==> config.mk <==
export PLATFORM = sky130hd
export DESIGN_NAME = cod_core
export DESIGN_NICKNAME = d
export VERILOG_FILES = /design/src/hdl/cod_pkg.sv /design/src/hdl/cod_core.sv
export SDC_FILE = /design/constraint.sdc
export NUM_CORES = 1
export LEC_CHECK = 0
export BUFFER_PORTS_ARGS = -buffer_cell sky130_fd_sc_hd__buf_2
export CAP_MARGIN = 20
export CORE_UTILIZATION = 55
export CTS_BUF_LIST = sky130_fd_sc_hd__clkbuf_4 sky130_fd_sc_hd__clkbuf_8 sky130_fd_sc_hd__clkbuf_16
export DETAILED_ROUTE_END_ITERATION = 10
export GPL_ROUTABILITY_DRIVEN = 0
export PLACE_DENSITY = 0.72
export SLEW_MARGIN = 0
export SYNTH_ARGS = -nofsm -noshare
export SYNTH_HDL_FRONTEND = slang
export SYNTH_SLANG_ARGS = --single-unit
==> constraint.sdc <==
create_clock -name ref_clk -period 6 [get_ports ref_clk]
set_input_delay 0.6 -clock ref_clk [delete_from_list [all_inputs] [get_ports ref_clk]]
set_output_delay 0.6 -clock ref_clk [all_outputs]
set_load 0.03 [all_outputs]
==> src/hdl/cod_pkg.sv <==
// Function
// RULE_01: Product of A and X, X high, A low
// RULE_02: Product opcode 42, one byte, eleven cycles
// RULE_03: Register/memory modes by high nibble, cycles, bytes
// RULE_04: Stores lack immediate, one cycle over base
// RULE_05: Jump lacks immediate, one cycle under base
// RULE_06: Absolute call lacks immediate, two cycles over
// RULE_07: Branches 20 to 2F, two bytes, three cycles
// RULE_08: 2E and 2F branch on interrupt pin level
// RULE_09: 2C and 2D branch on mask flag
// RULE_10: 28 and 29 branch on half carry
// RULE_11: Relative call AD, two bytes, six cycles
// RULE_12: Bit test branch, three bytes, bit into carry
// RULE_13: Bit set and clear, two bytes, five cycles
// RULE_14: Read/modify/write forms, lengths and cycle counts
// RULE_15: Test operation reads only, shorter cycle counts
// RULE_16: Rotates shift through carry flag
// RULE_17: Control operations one byte, two cycles
// RULE_18: Software trap 83, ten cycles, sets mask
// RULE_19: Trap return reloads flags, subroutine return six
// RULE_20: Stop and wait clear mask flag
// RULE_21: Tested flags follow result, others hold
// RULE_22: Half carry from bit 3 on add
// RULE_23: Masked interrupt stays pending until unmasked
// RULE_24: Six-bit wrapping stack, pushes two or five
// RULE_25: Unassigned opcodes act as harmless no operation
package cod_pkg;
	// ----------------------------------------
	// Register map (byte addresses)
	// ----------------------------------------
	localparam logic [7:0] REG_OPCODE = 8'h00;
	localparam logic [7:0] REG_OPERAND = 8'h04;
	localparam logic [7:0] REG_ACC = 8'h08;
	localparam logic [7:0] REG_INDEX = 8'h0c;
	localparam logic [7:0] REG_FLAGS = 8'h10;
	localparam logic [7:0] REG_STACK = 8'h14;
	localparam logic [7:0] REG_RESULT = 8'h18;
	localparam logic [7:0] REG_STATUS = 8'h1c;
	// Flag positions in flags_register: H I N Z C
	localparam int FL_H = 4;
	localparam int FL_I = 3;
	localparam int FL_N = 2;
	localparam int FL_Z = 1;
	localparam int FL_C = 0;
	localparam logic [4:0] FLAGS_RST = 5'h08;
	localparam logic [5:0] SP_RST = 6'h3f;
	localparam logic [5:0] PUSH_CALL = 6'h02;
	localparam logic [5:0] PUSH_IRQ = 6'h05;
	// ----------------------------------------
	// Opcodes and cycle counts
	// ----------------------------------------
	localparam logic [7:0] OPC_MUL = 8'h42;
	localparam logic [7:0] OPC_BSR = 8'had;
	localparam logic [7:0] OPC_RTI = 8'h80;
	localparam logic [7:0] OPC_RTS = 8'h81;
	localparam logic [7:0] OPC_SWI = 8'h83;
	localparam logic [7:0] OPC_STOP = 8'h8e;
	localparam logic [7:0] OPC_WAIT = 8'h8f;
	localparam logic [7:0] OPC_TAX = 8'h97;
	localparam logic [7:0] OPC_CLC = 8'h98;
	localparam logic [7:0] OPC_SEC = 8'h99;
	localparam logic [7:0] OPC_CLI = 8'h9a;
	localparam logic [7:0] OPC_SEI = 8'h9b;
	localparam logic [7:0] OPC_RSP = 8'h9c;
	localparam logic [7:0] OPC_NOP = 8'h9d;
	localparam logic [7:0] OPC_TXA = 8'h9f;
	localparam logic [3:0] CYC_MUL = 4'hb;
	localparam logic [3:0] CYC_BSR = 4'h6;
	localparam logic [3:0] CYC_RTI = 4'h9;
	localparam logic [3:0] CYC_RTS = 4'h6;
	localparam logic [3:0] CYC_SWI = 4'ha;
	localparam logic [3:0] CYC_CTL = 4'h2;
	localparam logic [3:0] CYC_BIT = 4'h5;
	localparam logic [3:0] CYC_REL = 4'h3;
	localparam logic [3:0] CYC_RMW_INH = 4'h3;
	localparam logic [3:0] CYC_RMW_MEM = 4'h5;
	localparam logic [3:0] CYC_RMW_IX1 = 4'h6;
	localparam logic [3:0] CYC_TST_MEM = 4'h4;
	localparam logic [3:0] CYC_TST_IX1 = 4'h5;
	localparam logic [3:0] CYC_STORE_ADD = 4'h1;
	localparam logic [3:0] CYC_JUMP_SUB = 4'h1;
	localparam logic [3:0] CYC_CALL_ADD = 4'h2;
	localparam logic [1:0] LEN_1 = 2'h1;
	localparam logic [1:0] LEN_2 = 2'h2;
	localparam logic [1:0] LEN_3 = 2'h3;
	// Register/memory modes indexed by high nibble minus A: IMM DIR EXT IX2 IX1 IX
	localparam logic [3:0] CYC_RM [6] = '{4'h2, 4'h3, 4'h4, 4'h5, 4'h4, 4'h3};
	localparam logic [1:0] LEN_RM [6] = '{2'h2, 2'h2, 2'h3, 2'h3, 2'h2, 2'h1};
	typedef enum logic [2:0] {
		CL_NONE, CL_BTB, CL_BSC, CL_REL, CL_RMW, CL_MUL, CL_CTL, CL_RM
	} cod_class_type;
	typedef struct packed {
		logic illegal;
		cod_class_type cls;
		logic [1:0] len;
		logic [3:0] cyc;
	} cod_dec_type;
endpackage : cod_pkg

==> src/hdl/cod_core.sv <==
`timescale 1ns/100ps
module cod_core
	import cod_pkg::*;
(
	input wire logic ref_clk,
	input wire logic rst_n,
	input wire logic [7:0] avs_address,
	input wire logic avs_read,
	input wire logic avs_write,
	input wire logic [31:0] avs_writedata,
	input wire logic [3:0] avs_byteenable,
	output logic [31:0] avs_readdata,
	output logic avs_waitrequest,
	input wire logic irq_line_level,
	input wire logic irq_request,
	output logic irq_ack
);
	// ----------------------------------------
	// Opcode decode
	// ----------------------------------------
	function automatic cod_dec_type decode(input logic [7:0] op);
		cod_dec_type d;
		logic [2:0] m;
		d = '{illegal: 1'b0, cls: CL_NONE, len: LEN_1, cyc: CYC_CTL};
		m = 3'(op[7:4] - 4'ha);
		case (op[7:4])
			4'h0: begin
				d.cls = CL_BTB; // RULE_12
				d.len = LEN_3;
				d.cyc = CYC_BIT;
			end
			4'h1: begin
				d.cls = CL_BSC; // RULE_13
				d.len = LEN_2;
				d.cyc = CYC_BIT;
			end
			4'h2: begin
				d.cls = CL_REL; // RULE_07
				d.len = LEN_2;
				d.cyc = CYC_REL;
			end
			4'h3, 4'h4, 4'h5, 4'h6, 4'h7: begin
				if (op == OPC_MUL) begin
					d.cls = CL_MUL; // RULE_02
					d.cyc = CYC_MUL;
				end else if (op[3:0] inside {4'h1, 4'h2, 4'h5, 4'hb, 4'he}) begin
					d.illegal = 1'b1; // RULE_25
				end else begin
					d.cls = CL_RMW; // RULE_14
					case (op[7:4])
						4'h4, 4'h5: d.cyc = CYC_RMW_INH;
						4'h3: begin
							d.len = LEN_2;
							d.cyc = (op[3:0] == 4'hd) ? CYC_TST_MEM : CYC_RMW_MEM; // RULE_15
						end
						4'h7: d.cyc = (op[3:0] == 4'hd) ? CYC_TST_MEM : CYC_RMW_MEM; // RULE_15
						default: begin
							d.len = LEN_2;
							d.cyc = (op[3:0] == 4'hd) ? CYC_TST_IX1 : CYC_RMW_IX1; // RULE_15
						end
					endcase
				end
			end
			4'h8: begin
				d.cls = CL_CTL;
				case (op)
					OPC_RTI: d.cyc = CYC_RTI; // RULE_19
					OPC_RTS: d.cyc = CYC_RTS; // RULE_19
					OPC_SWI: d.cyc = CYC_SWI; // RULE_18
					OPC_STOP, OPC_WAIT: d.cyc = CYC_CTL; // RULE_20
					default: begin
						d.cls = CL_NONE;
						d.illegal = 1'b1; // RULE_25
					end
				endcase
			end
			4'h9: begin
				if (op[3:0] inside {4'h7, 4'h8, 4'h9, 4'ha, 4'hb, 4'hc, 4'hd, 4'hf})
					d.cls = CL_CTL; // RULE_17
				else
					d.illegal = 1'b1; // RULE_25
			end
			default: begin
				if (op[7:4] == 4'ha && op[3:0] inside {4'h7, 4'hc, 4'hf}) begin
					d.illegal = 1'b1; // RULE_04 RULE_05 RULE_25
				end else if (op == OPC_BSR) begin
					d.cls = CL_RM; // RULE_11
					d.len = LEN_2;
					d.cyc = CYC_BSR;
				end else begin
					d.cls = CL_RM; // RULE_03
					d.len = LEN_RM[m];
					d.cyc = CYC_RM[m];
					case (op[3:0])
						4'h7, 4'hf: d.cyc = CYC_RM[m] + CYC_STORE_ADD; // RULE_04
						4'hc: d.cyc = CYC_RM[m] - CYC_JUMP_SUB; // RULE_05
						4'hd: d.cyc = CYC_RM[m] + CYC_CALL_ADD; // RULE_06
						default: ;
					endcase
				end
			end
		endcase
		return d;
	endfunction : decode

	// ----------------------------------------
	// Bus slave
	// ----------------------------------------
	logic ack_q;
	logic [31:0] rdata_q;
	logic [7:0] acc_q, idx_q, opnd_q, res_q;
	logic [4:0] fl_q;
	logic [5:0] sp_q;
	logic [3:0] cnt_q;
	logic pend_q, taken_q, memw_q, take_q;
	cod_dec_type last_q;
	wire logic req = avs_read | avs_write;
	wire logic busy = (cnt_q != 4'h0);
	wire logic wr_op_addr = avs_write & (avs_address == REG_OPCODE);
	wire logic stall = wr_op_addr & busy;
	wire logic do_write = avs_write & ack_q & avs_byteenable[0];
	wire logic do_exec = do_write & (avs_address == REG_OPCODE);
	wire logic [7:0] op = avs_writedata[7:0];
	wire cod_dec_type dec = decode(op);
	wire logic take = pend_q & ~fl_q[FL_I] & ~busy & ~avs_write; // RULE_23
	wire logic [31:0] status = {21'h0, busy, pend_q, memw_q, taken_q, last_q.illegal,
		last_q.len, last_q.cyc};
	wire logic [31:0] rd_mux =
		(avs_address == REG_OPERAND) ? {24'h0, opnd_q} :
		(avs_address == REG_ACC) ? {24'h0, acc_q} :
		(avs_address == REG_INDEX) ? {24'h0, idx_q} :
		(avs_address == REG_FLAGS) ? {27'h0, fl_q} :
		(avs_address == REG_STACK) ? {26'h0, sp_q} :
		(avs_address == REG_RESULT) ? {24'h0, res_q} :
		(avs_address == REG_STATUS) ? status : 32'h0;

	assign avs_waitrequest = req & ~ack_q;
	assign avs_readdata = rdata_q;
	assign irq_ack = take_q;

	always_ff @(posedge ref_clk or negedge rst_n) begin
		if (!rst_n) begin
			ack_q <= 1'b0;
			rdata_q <= 32'h0;
		end else begin
			ack_q <= req & ~ack_q & ~stall;
			rdata_q <= avs_read ? rd_mux : 32'h0;
		end
	end

	// ----------------------------------------
	// Execution
	// ----------------------------------------
	logic [7:0] acc_d, idx_d, res_d, src, val, rg;
	logic [4:0] fl_d;
	logic [5:0] sp_d;
	logic [3:0] cnt_d;
	logic [8:0] sum;
	logic [4:0] hsum;
	logic taken_d, memw_d, nz_en, cin, brc;

	always_comb begin
		acc_d = acc_q;
		idx_d = idx_q;
		fl_d = fl_q;
		sp_d = sp_q;
		res_d = res_q;
		taken_d = taken_q;
		memw_d = memw_q;
		cnt_d = busy ? cnt_q - 4'h1 : 4'h0;
		val = 8'h0;
		sum = 9'h0;
		hsum = 5'h0;
		nz_en = 1'b0;
		cin = 1'b0;
		brc = 1'b0;
		src = (op[7:4] == 4'h4) ? acc_q : (op[7:4] == 4'h5) ? idx_q : opnd_q;
		rg = (op[3:0] inside {4'h3, 4'he, 4'hf}) ? idx_q : acc_q;
		if (do_exec) begin
			cnt_d = dec.cyc;
			taken_d = 1'b0;
			memw_d = 1'b0;
			case (dec.cls)
				CL_MUL: begin
					{idx_d, acc_d} = 16'(acc_q) * 16'(idx_q); // RULE_01
					fl_d[FL_H] = 1'b0; // RULE_01
					fl_d[FL_C] = 1'b0;
				end
				CL_BTB: begin
					fl_d[FL_C] = opnd_q[op[3:1]]; // RULE_12
					taken_d = opnd_q[op[3:1]] ^ op[0];
				end
				CL_BSC: begin
					res_d = opnd_q;
					res_d[op[3:1]] = ~op[0]; // RULE_13
					memw_d = 1'b1;
				end
				CL_REL: begin
					case (op[3:1])
						3'h0: brc = 1'b1;
						3'h1: brc = ~(fl_q[FL_C] | fl_q[FL_Z]);
						3'h2: brc = ~fl_q[FL_C];
						3'h3: brc = ~fl_q[FL_Z];
						3'h4: brc = ~fl_q[FL_H]; // RULE_10
						3'h5: brc = ~fl_q[FL_N];
						3'h6: brc = ~fl_q[FL_I]; // RULE_09
						default: brc = ~irq_line_level; // RULE_08
					endcase
					taken_d = brc ^ op[0]; // RULE_07
				end
				CL_RMW: begin
					nz_en = 1'b1; // RULE_21
					case (op[3:0])
						4'h0: begin
							val = 8'h0 - src;
							fl_d[FL_C] = (val != 8'h0);
						end
						4'h3: begin
							val = ~src;
							fl_d[FL_C] = 1'b1;
						end
						4'h4: begin
							val = {1'b0, src[7:1]};
							fl_d[FL_C] = src[0];
						end
						4'h6: begin
							val = {fl_q[FL_C], src[7:1]}; // RULE_16
							fl_d[FL_C] = src[0];
						end
						4'h7: begin
							val = {src[7], src[7:1]};
							fl_d[FL_C] = src[0];
						end
						4'h8: begin
							val = {src[6:0], 1'b0};
							fl_d[FL_C] = src[7];
						end
						4'h9: begin
							val = {src[6:0], fl_q[FL_C]}; // RULE_16
							fl_d[FL_C] = src[7];
						end
						4'ha: val = src - 8'h1;
						4'hc: val = src + 8'h1;
						4'hd: val = src;
						default: val = 8'h0;
					endcase
					if (op[3:0] != 4'hd) begin
						if (op[7:4] == 4'h4)
							acc_d = val;
						else if (op[7:4] == 4'h5)
							idx_d = val;
						else begin
							res_d = val;
							memw_d = 1'b1;
						end
					end
				end
				CL_CTL: begin
					case (op)
						OPC_TAX: idx_d = acc_q;
						OPC_TXA: acc_d = idx_q;
						OPC_CLC: fl_d[FL_C] = 1'b0;
						OPC_SEC: fl_d[FL_C] = 1'b1;
						OPC_CLI: fl_d[FL_I] = 1'b0;
						OPC_SEI: fl_d[FL_I] = 1'b1;
						OPC_RSP: sp_d = SP_RST;
						OPC_SWI: begin
							fl_d[FL_I] = 1'b1; // RULE_18
							sp_d = sp_q - PUSH_IRQ; // RULE_24
						end
						OPC_RTI: begin
							fl_d = opnd_q[4:0]; // RULE_19
							sp_d = sp_q + PUSH_IRQ;
						end
						OPC_RTS: sp_d = sp_q + PUSH_CALL;
						OPC_STOP, OPC_WAIT: fl_d[FL_I] = 1'b0; // RULE_20
						default: ;
					endcase
				end
				CL_RM: begin
					case (op[3:0])
						4'h0, 4'h1, 4'h2, 4'h3: begin
							cin = (op[3:0] == 4'h2) & fl_q[FL_C];
							sum = {1'b0, rg} - {1'b0, opnd_q} - {8'h0, cin};
							val = sum[7:0];
							fl_d[FL_C] = sum[8];
							nz_en = 1'b1;
							if (op[3:0] == 4'h0 || op[3:0] == 4'h2)
								acc_d = val;
						end
						4'h4, 4'h5, 4'h8, 4'ha: begin
							val = (op[3:0] == 4'h8) ? (rg ^ opnd_q) :
								(op[3:0] == 4'ha) ? (rg | opnd_q) : (rg & opnd_q);
							nz_en = 1'b1;
							if (op[3:0] != 4'h5)
								acc_d = val;
						end
						4'h6, 4'he: begin
							val = opnd_q;
							nz_en = 1'b1;
							if (op[3:0] == 4'h6)
								acc_d = val;
							else
								idx_d = val;
						end
						4'h7, 4'hf: begin
							val = rg;
							res_d = rg;
							memw_d = 1'b1;
							nz_en = 1'b1;
						end
						4'h9, 4'hb: begin
							cin = (op[3:0] == 4'h9) & fl_q[FL_C];
							sum = {1'b0, rg} + {1'b0, opnd_q} + {8'h0, cin};
							hsum = {1'b0, rg[3:0]} + {1'b0, opnd_q[3:0]} + {4'h0, cin};
							fl_d[FL_H] = hsum[4]; // RULE_22
							fl_d[FL_C] = sum[8];
							val = sum[7:0];
							nz_en = 1'b1;
							acc_d = val;
						end
						4'hd: sp_d = sp_q - PUSH_CALL; // RULE_24
						default: ;
					endcase
				end
				default: ; // RULE_25
			endcase
			if (nz_en) begin
				fl_d[FL_N] = val[7]; // RULE_21
				fl_d[FL_Z] = (val == 8'h0);
			end
		end else if (do_write) begin
			case (avs_address)
				REG_ACC: acc_d = op;
				REG_INDEX: idx_d = op;
				REG_FLAGS: fl_d = op[4:0];
				REG_STACK: sp_d = op[5:0];
				default: ;
			endcase
		end else if (take) begin
			fl_d[FL_I] = 1'b1;
			sp_d = sp_q - PUSH_IRQ; // RULE_24
			cnt_d = CYC_SWI;
		end
	end

	always_ff @(posedge ref_clk or negedge rst_n) begin
		if (!rst_n) begin
			{acc_q, idx_q, res_q, opnd_q} <= 32'h0;
			fl_q <= FLAGS_RST;
			sp_q <= SP_RST;
			{cnt_q, pend_q, taken_q, memw_q, take_q} <= 8'h0;
			last_q <= '{illegal: 1'b0, cls: CL_NONE, len: 2'h0, cyc: 4'h0};
		end else begin
			{acc_q, idx_q, res_q, fl_q, sp_q} <= {acc_d, idx_d, res_d, fl_d, sp_d};
			{cnt_q, taken_q, memw_q, take_q} <= {cnt_d, taken_d, memw_d, take};
			pend_q <= irq_request | (pend_q & ~take); // RULE_23
			if (do_write && avs_address == REG_OPERAND)
				opnd_q <= op;
			if (do_exec)
				last_q <= dec;
		end
	end
endmodule : cod_core

# --- After elaboration in Yosys (flattened, before gate mapping) ---
# Memories as Yosys holds them, arrays and structs flattened.
# Index checks and enable logic that the tools add are counted.
totals:
  regBits: 70
  latchBits: 0
  ram_bits: 0
  rom_bits: 48
  input_bits: 50
  n_memories: 2
op_classes:
  n_addsub: 18
  multipliers: 1
  div_mod_pow: 0
  order_cmp: 3
  n_eq_ne: 94
  n_shift: 0
  muxes: 114
  bitwise_logic: 36
  n_reduce_logical: 48
memory_table:
  columns: ["name", "depth", "word_bits", "rd", "rd_clocked_by_memory_dff", "wr", "line", "rtl"]
  rows:
  - ["(name not given)", 8, 4, 1, 0, 0, "cod_core.sv:97", "4'hd: d.cyc = CYC_RM[m] + CYC_CALL_ADD;"]
  - ["(name not given)", 8, 2, 1, 0, 0, "cod_core.sv:92", "d.len = LEN_RM[m];"]
op_table:
  columns: ["operator", "n"]
  rows:
  - ["8-bit 2-to-1 mux", 28]
  - ["8-bit == test, second input constant", 13]
  - ["8-bit one-hot mux with 4 select lines", 3]
  - ["11-bit 2-to-1 mux", 8]
  - ["8-bit one-hot mux with 10 select lines", 1]
  - ["4-bit == test, second input constant", 11]
  - ["8-bit one-hot mux with 5 select lines", 1]
  - ["6-bit 2-to-1 mux", 6]
  - ["4-bit by 3-bit == test with 1-bit output, second input constant", 8]
  - ["8-bit by 5-bit == test with 1-bit output, second input constant", 4]
  - ["4-bit 2-to-1 mux", 8]
  - ["4-bit one-hot mux with 3 select lines", 2]
  - ["6-bit one-hot mux with 4 select lines", 1]
  - ["8-bit one-hot mux with 3 select lines", 1]
  - ["3-bit == test, second input constant", 7]
  - ["3-bit != test, second input constant", 7]
  - ["1-bit 2-to-1 mux", 20]
  - ["4-bit one-hot mux with 5 select lines", 1]
  - ["2-bit OR reduction", 10]
  - ["9-bit 2-to-1 mux", 2]
  - ["3-bit one-hot mux with 6 select lines", 1]
  - ["4-bit by 2-bit == test with 1-bit output, second input constant", 4]
  - ["8-bit by 4-bit == test with 1-bit output, second input constant", 2]
  - ["8-bit zero test", 2]
  - ["82 further kinds", 163]

# --- Logic depth before layout (Yosys ltp) ---
logic_depth:
  word_depth: 16
  depth_mapped: 20
  depth_no_buf: 19

# --- Least setup slack after synthesis ---
# Ideal clock, no wire load.
synth_path:
  path_kind: "reg2reg"
  from: "reg acc_q[1]"
  to: "reg idx_q[4]"
  setup_ns: 0.125
  t_arrival_ns: 4.738
  t_required_ns: 5.875
  path_slack_ns: 1.138
  path_stages_with_launch: 18
  n_path_buf: 1
  synth_period_minus_slack_ns: 4.862
  cell_sequence: "dfrtp_1 clkbuf_1 nand2_1 fa_1 inv_1 fa_1 inv_1 fa_1 inv_1 fa_1 ha_1 a2111oi_0 nor3_1 a211o_1 xor2_1 a2111oi_0 nor2_1 mux2_2"
synth_via:
  elab_chain_cells: 8
  word_cells_on_any_way: 11
  cone_classes: "add/sub (3); mul (1); mux (7)"
synth_rtl:
  columns: ["element", "line", "rtl"]
  rows:
  - ["start, declared", "cod_core.sv:111", "logic [7:0] acc_q, idx_q, opnd_q, res_q;"]
  - ["start signal, assigned", "cod_core.sv:355", "{acc_q, idx_q, res_q, fl_q, sp_q} <= {acc_d, idx_d, res_d, fl_d, sp_d};"]
  - ["8-bit 2-to-1 mux", "cod_core.sv:177", "src = (op[7:4] == 4'h4) ? acc_q : (op[7:4] == 4'h5) ? idx_q : opnd_q;"]
  - ["8-bit by 1-bit adder with 8-bit output, or another cell as far along", "cod_core.sv:243", "4'hc: val = src + 8'h1;"]
  - ["8-bit one-hot mux with 10 select lines", "cod_core.sv:213", "case (op[3:0])"]
  - ["8-bit 2-to-1 mux", "cod_core.sv:250", "else if (op[7:4] == 4'h5)"]
  - ["8-bit 2-to-1 mux", "cod_core.sv:248", "if (op[7:4] == 4'h4)"]
  - ["8-bit 2-to-1 mux", "cod_core.sv:247", "if (op[3:0] != 4'hd) begin"]
  - ["8-bit one-hot mux with 4 select lines *", "cod_core.sv:183", "case (dec.cls)"]
  - ["8-bit 2-to-1 mux *", "cod_core.sv:179", "if (do_exec) begin"]
  - ["end signal, assigned", "cod_core.sv:355", null]
  - ["end, declared", "cod_core.sv:111", null]
# Mark *: on every way between the ends. The rest lies on a longest branch, timed or not. The select of a mux whose other input is x is not followed.
# A chain may end at the register's enable or synchronous reset.

# --- Worst setup path in the final report ---
layout_path:
  from: "reg acc_q[3]"
  to: "reg idx_q[5]"
# The elaborated chain is that of the path after synthesis.

==> flow_summary.toml <==
[critical_path]
cp.buffers_inverters = 3
setup.worst_path.class = "flop to flop"
r2r_slack_ns = 0.65
crit_family = "adder cells"
critPathRequiredTime_ns = 6.20
critPathMaxFanout = 13
r2r_end = "idx_q[5]$_DFFE_PN0P_"
crit_path_end_kind = "flop"
cp.arrival_ns = 5.55
r2r_cells = 16
start_kind = "flop"
path_cells = "nand2_1 -> fa_1 -> inv_1 -> fa_1 -> inv_1 -> fa_1 -> fa_1 -> inv_1 -> ha_1 -> or2_2 -> o311ai_0 -> nand2_1 -> nor2_1 -> xnor2_1 -> a2111oi_0 -> o22ai_1"
crit_slowest_cell = "dfrtp_1"
critical_path.max_stage_delay_ns = 0.75
worstSetupEndpoint = "idx_q[5]$_DFFE_PN0P_"
crit_cells = 16
r2r-start = "acc_q[3]$_DFFE_PN0P_"
cp-startpoint = "acc_q[3]$_DFFE_PN0P_"
cp_common_cell = "fa_1"

[clocking]
htreeDepth = 3
numCtsBuffers = 9
clk_pin_slew_ns = 0.06
clkSinkCount = 70
tritoncts = "yes"
post_cts_buffers = 0
cts.repair.resized = 0
cts_root_buf = "clkbuf_16"
insertion_delay_ns = 0.35
cts_hold_buffers = 0
cts_buffer_depth = 2

[place]
hpwlAfterDp_um = 26800
port_buffers = 35

[route]
vias_per_cell = 6.79
dr.pass1.iters = 7
ant_nets = 0
wl_per_cell_um = 22.6
vias = 10900
drt_iter0_markers = 1501
drc = 0
wirelength_um = 36100

[floorplan]
rows = 50
initial_core_util = 0.563
die_area_sq_mm = 0.0198
core_area_sq_mm = 0.0188
die_w_um = 141
boundaryPins = 84
fp.dieH_um = 141

[grt]
antenna_found_initial = 0
grt.met3_usage = 0.0819
grt_pass1_wl_um = 55800
overflow = 0
grtUsageMet1 = 0.490
grt_max_degree = 71
grt_pass1_vias = 10000
grt_use_total = 0.366
grtUsageMet2 = 0.561
top_usage_layer = "met2"

[final_layout]
syn2layout_area_growth_pct = 5.42
drive_gt1_frac = 0.111
nNetsFinal = 1532
diodes = 0
num-fill-cells = 1721
seq_area_sq_mm = 0.00176
multi_input_area_sq_mm = 0.00794

[power_and_ir_drop]
internal-power_mw = 1.15
switchingPower_uw = 728
leakagePower_nw = 5.18
power_density_mw_per_mm2 = 168
p_sw_frac = 0.388
ir_worst_vdd_v = 0.000194
power.share.clock = 0.315
pwr-share-comb = 0.348
seqPwrFrac = 0.337

[timing]
finalSetupViolCount = 0
hold_viol = 0
min_period_ns = 5.35
setup_tns_ns = 0
fmax_ghz = 0.187
timing.final.crit_share = 0.892
maxSlewHeadroom = 0.319
holdWs_ns = 0.432
worstMarginPinSlew_ns = 1.01
fin_skew_ns = 0.0105
rsz0062_at_grt = "false"
drv_slew = 0

[logic_synthesis]
syn_area_sq_mm = 0.0106
synth_cell_types = 93
synthTopCellsByArea = "dfrtp_1 15%, ha_1 9.2%, fa_1 8.0%"
ys_warn_count = 0
synth_top_area_cell = "dfrtp_1"
synth_cells = 1374
async_flop_share = 1.00
synth_top_area_share = 0.149
synth_edf_count = 0
seq_area_frac_synth = 0.167
syn_avg_cell_area_sq_um = 7.69
ys_ff_latch = 70
ys.flop_type = "dfrtp_1"

[flow_run]
max-cap-violations = 0

[run_status]
status = "finished clean"

[hold_path]
min-delay-path-class = "primary input to flop"
==> power groups by stage <==
stage / logic, mW / registers (mW) / clock network (mW)
floorplan: 0.527 / 0.575 / 0
global placement: 0.622 / 0.633 / 0
detailed placement: 0.631 / 0.635 / 0
CTS: 0.636 / 0.627 / 0.593
global route: 0.713 / 0.638 / 0.612
finish: 0.654 / 0.632 / 0.591
==> kinds of logic (layout without fill, tap and decap cells) <==
logic type,count (synthesis),count (layout),share of synthesized area
AND/OR/NAND/NOR,468,468,0.220
AO/OA/AOI/OAI,408,408,0.261
buffers and inverters,216,189,0.0896
adder cells (fa/ha/maj),120,120,0.172
flip-flops,70,70,0.167
multiplexers,49,49,0.0555
XOR/XNOR,42,42,0.0348
other,1,21,0.000355
==> cells in the final DEF, fill, tap and decap left out, types with 19 or more instances in the layout <==
master,instances
nand2_1,148
mux2_2,23
xnor2_1,23
conb_1,21
nor3_1,33
o22ai_1,23
a211oi_1,20
buf_4,34
buf_2,35
xor2_1,19
a21o_1,19
a22oi_1,20
nor2_1,104
fa_1,42
and2_1,40
dfrtp_1,63
a21oi_1,87
nand3_1,35
o21ai_0,86
mux2i_1,20
ha_1,78
inv_1,101
==> routing by layer <==
layer,part of all wire,up-vias,wire length [um]
met3,0.12,182,4350
met2,0.43,736,15500
li1,-,4880,-
met1,0.40,5078,14400
met5,0,-,0
met4,0.052,0,1900
==> cells in the mapped netlist, types with 11 or more instances <==
cell	count
o21ai_0	87
dfrtp_1	63
and2_1	40
a22oi_1	20
o22ai_1	23
inv_1	101
xnor2_1	23
nand2_1	148
a21oi_1	87
mux2i_1	20
nor3_1	34
ha_1	78
fa_1	42
mux2_2	23
nand3_1	35
clkbuf_1	63
a31oi_1	18
nor2b_1	15
o221ai_1	11
o31ai_1	12
buf_2	13
a21o_1	19
a221oi_1	16
nor2_1	104
a211oi_1	20
nand2b_1	18
buf_4	22
xor2_1	19
==> final cells by class <==
cell class / instances / share of cell area
clock inverter: 6 / 0.00842
multi-input combinational: 1108 / 0.713
tap: 234 / 0.0263
sequential: 70 / 0.158
clock buffer: 10 / 0.0209
inverter: 104 / 0.0350
timing repair buffer: 69 / 0.0386
==> registers in the layout, indices dropped and copies added, names as in the netlist <==
name / flops
acc_q: 8
ack_q: 1
avs_readdata: 11
cnt_q: 4
fl_q: 5
idx_q: 8
irq_ack: 1
last_q: 7
memw_q: 1
opnd_q: 8
pend_q: 1
res_q: 8
sp_q: 6
taken_q: 1
==> worst min-delay path by stage <==
stage                               start                    end  slack, ns  depth (start not counted)
CTS                           irq_request       pend_q$_DFF_PN0_       0.43                          2
global route                  irq_request       pend_q$_DFF_PN0_       0.44                          2
detailed placement  last_q[1]$_DFFE_PN0P_  last_q[1]$_DFFE_PN0P_       0.46                          2
finish                        irq_request       pend_q$_DFF_PN0_       0.43                          2
floorplan                           rst_n   acc_q[0]$_DFFE_PN0P_       0.30                          0
global placement     res_q[6]$_DFFE_PN0P_   res_q[6]$_DFFE_PN0P_       0.46                          2
==> metrics by stage <==
stage          cell area (sq um)  utilization  power [mW]  worst slack, ns  instances
4_1_cts                    11100        0.594        1.86            0.709       1601
2_1_floorplan              10600            -        1.10             1.14       1394
3_5_place_dp               10800        0.576        1.27            0.763       1585
6_report                   11100        0.594        1.88            0.649       1601
5_1_grt                    11100        0.594        1.96            0.341       1601
3_3_place_gp               10800        0.576        1.26            0.797       1585
Note: power is estimated with default switching activity, not from simulation.
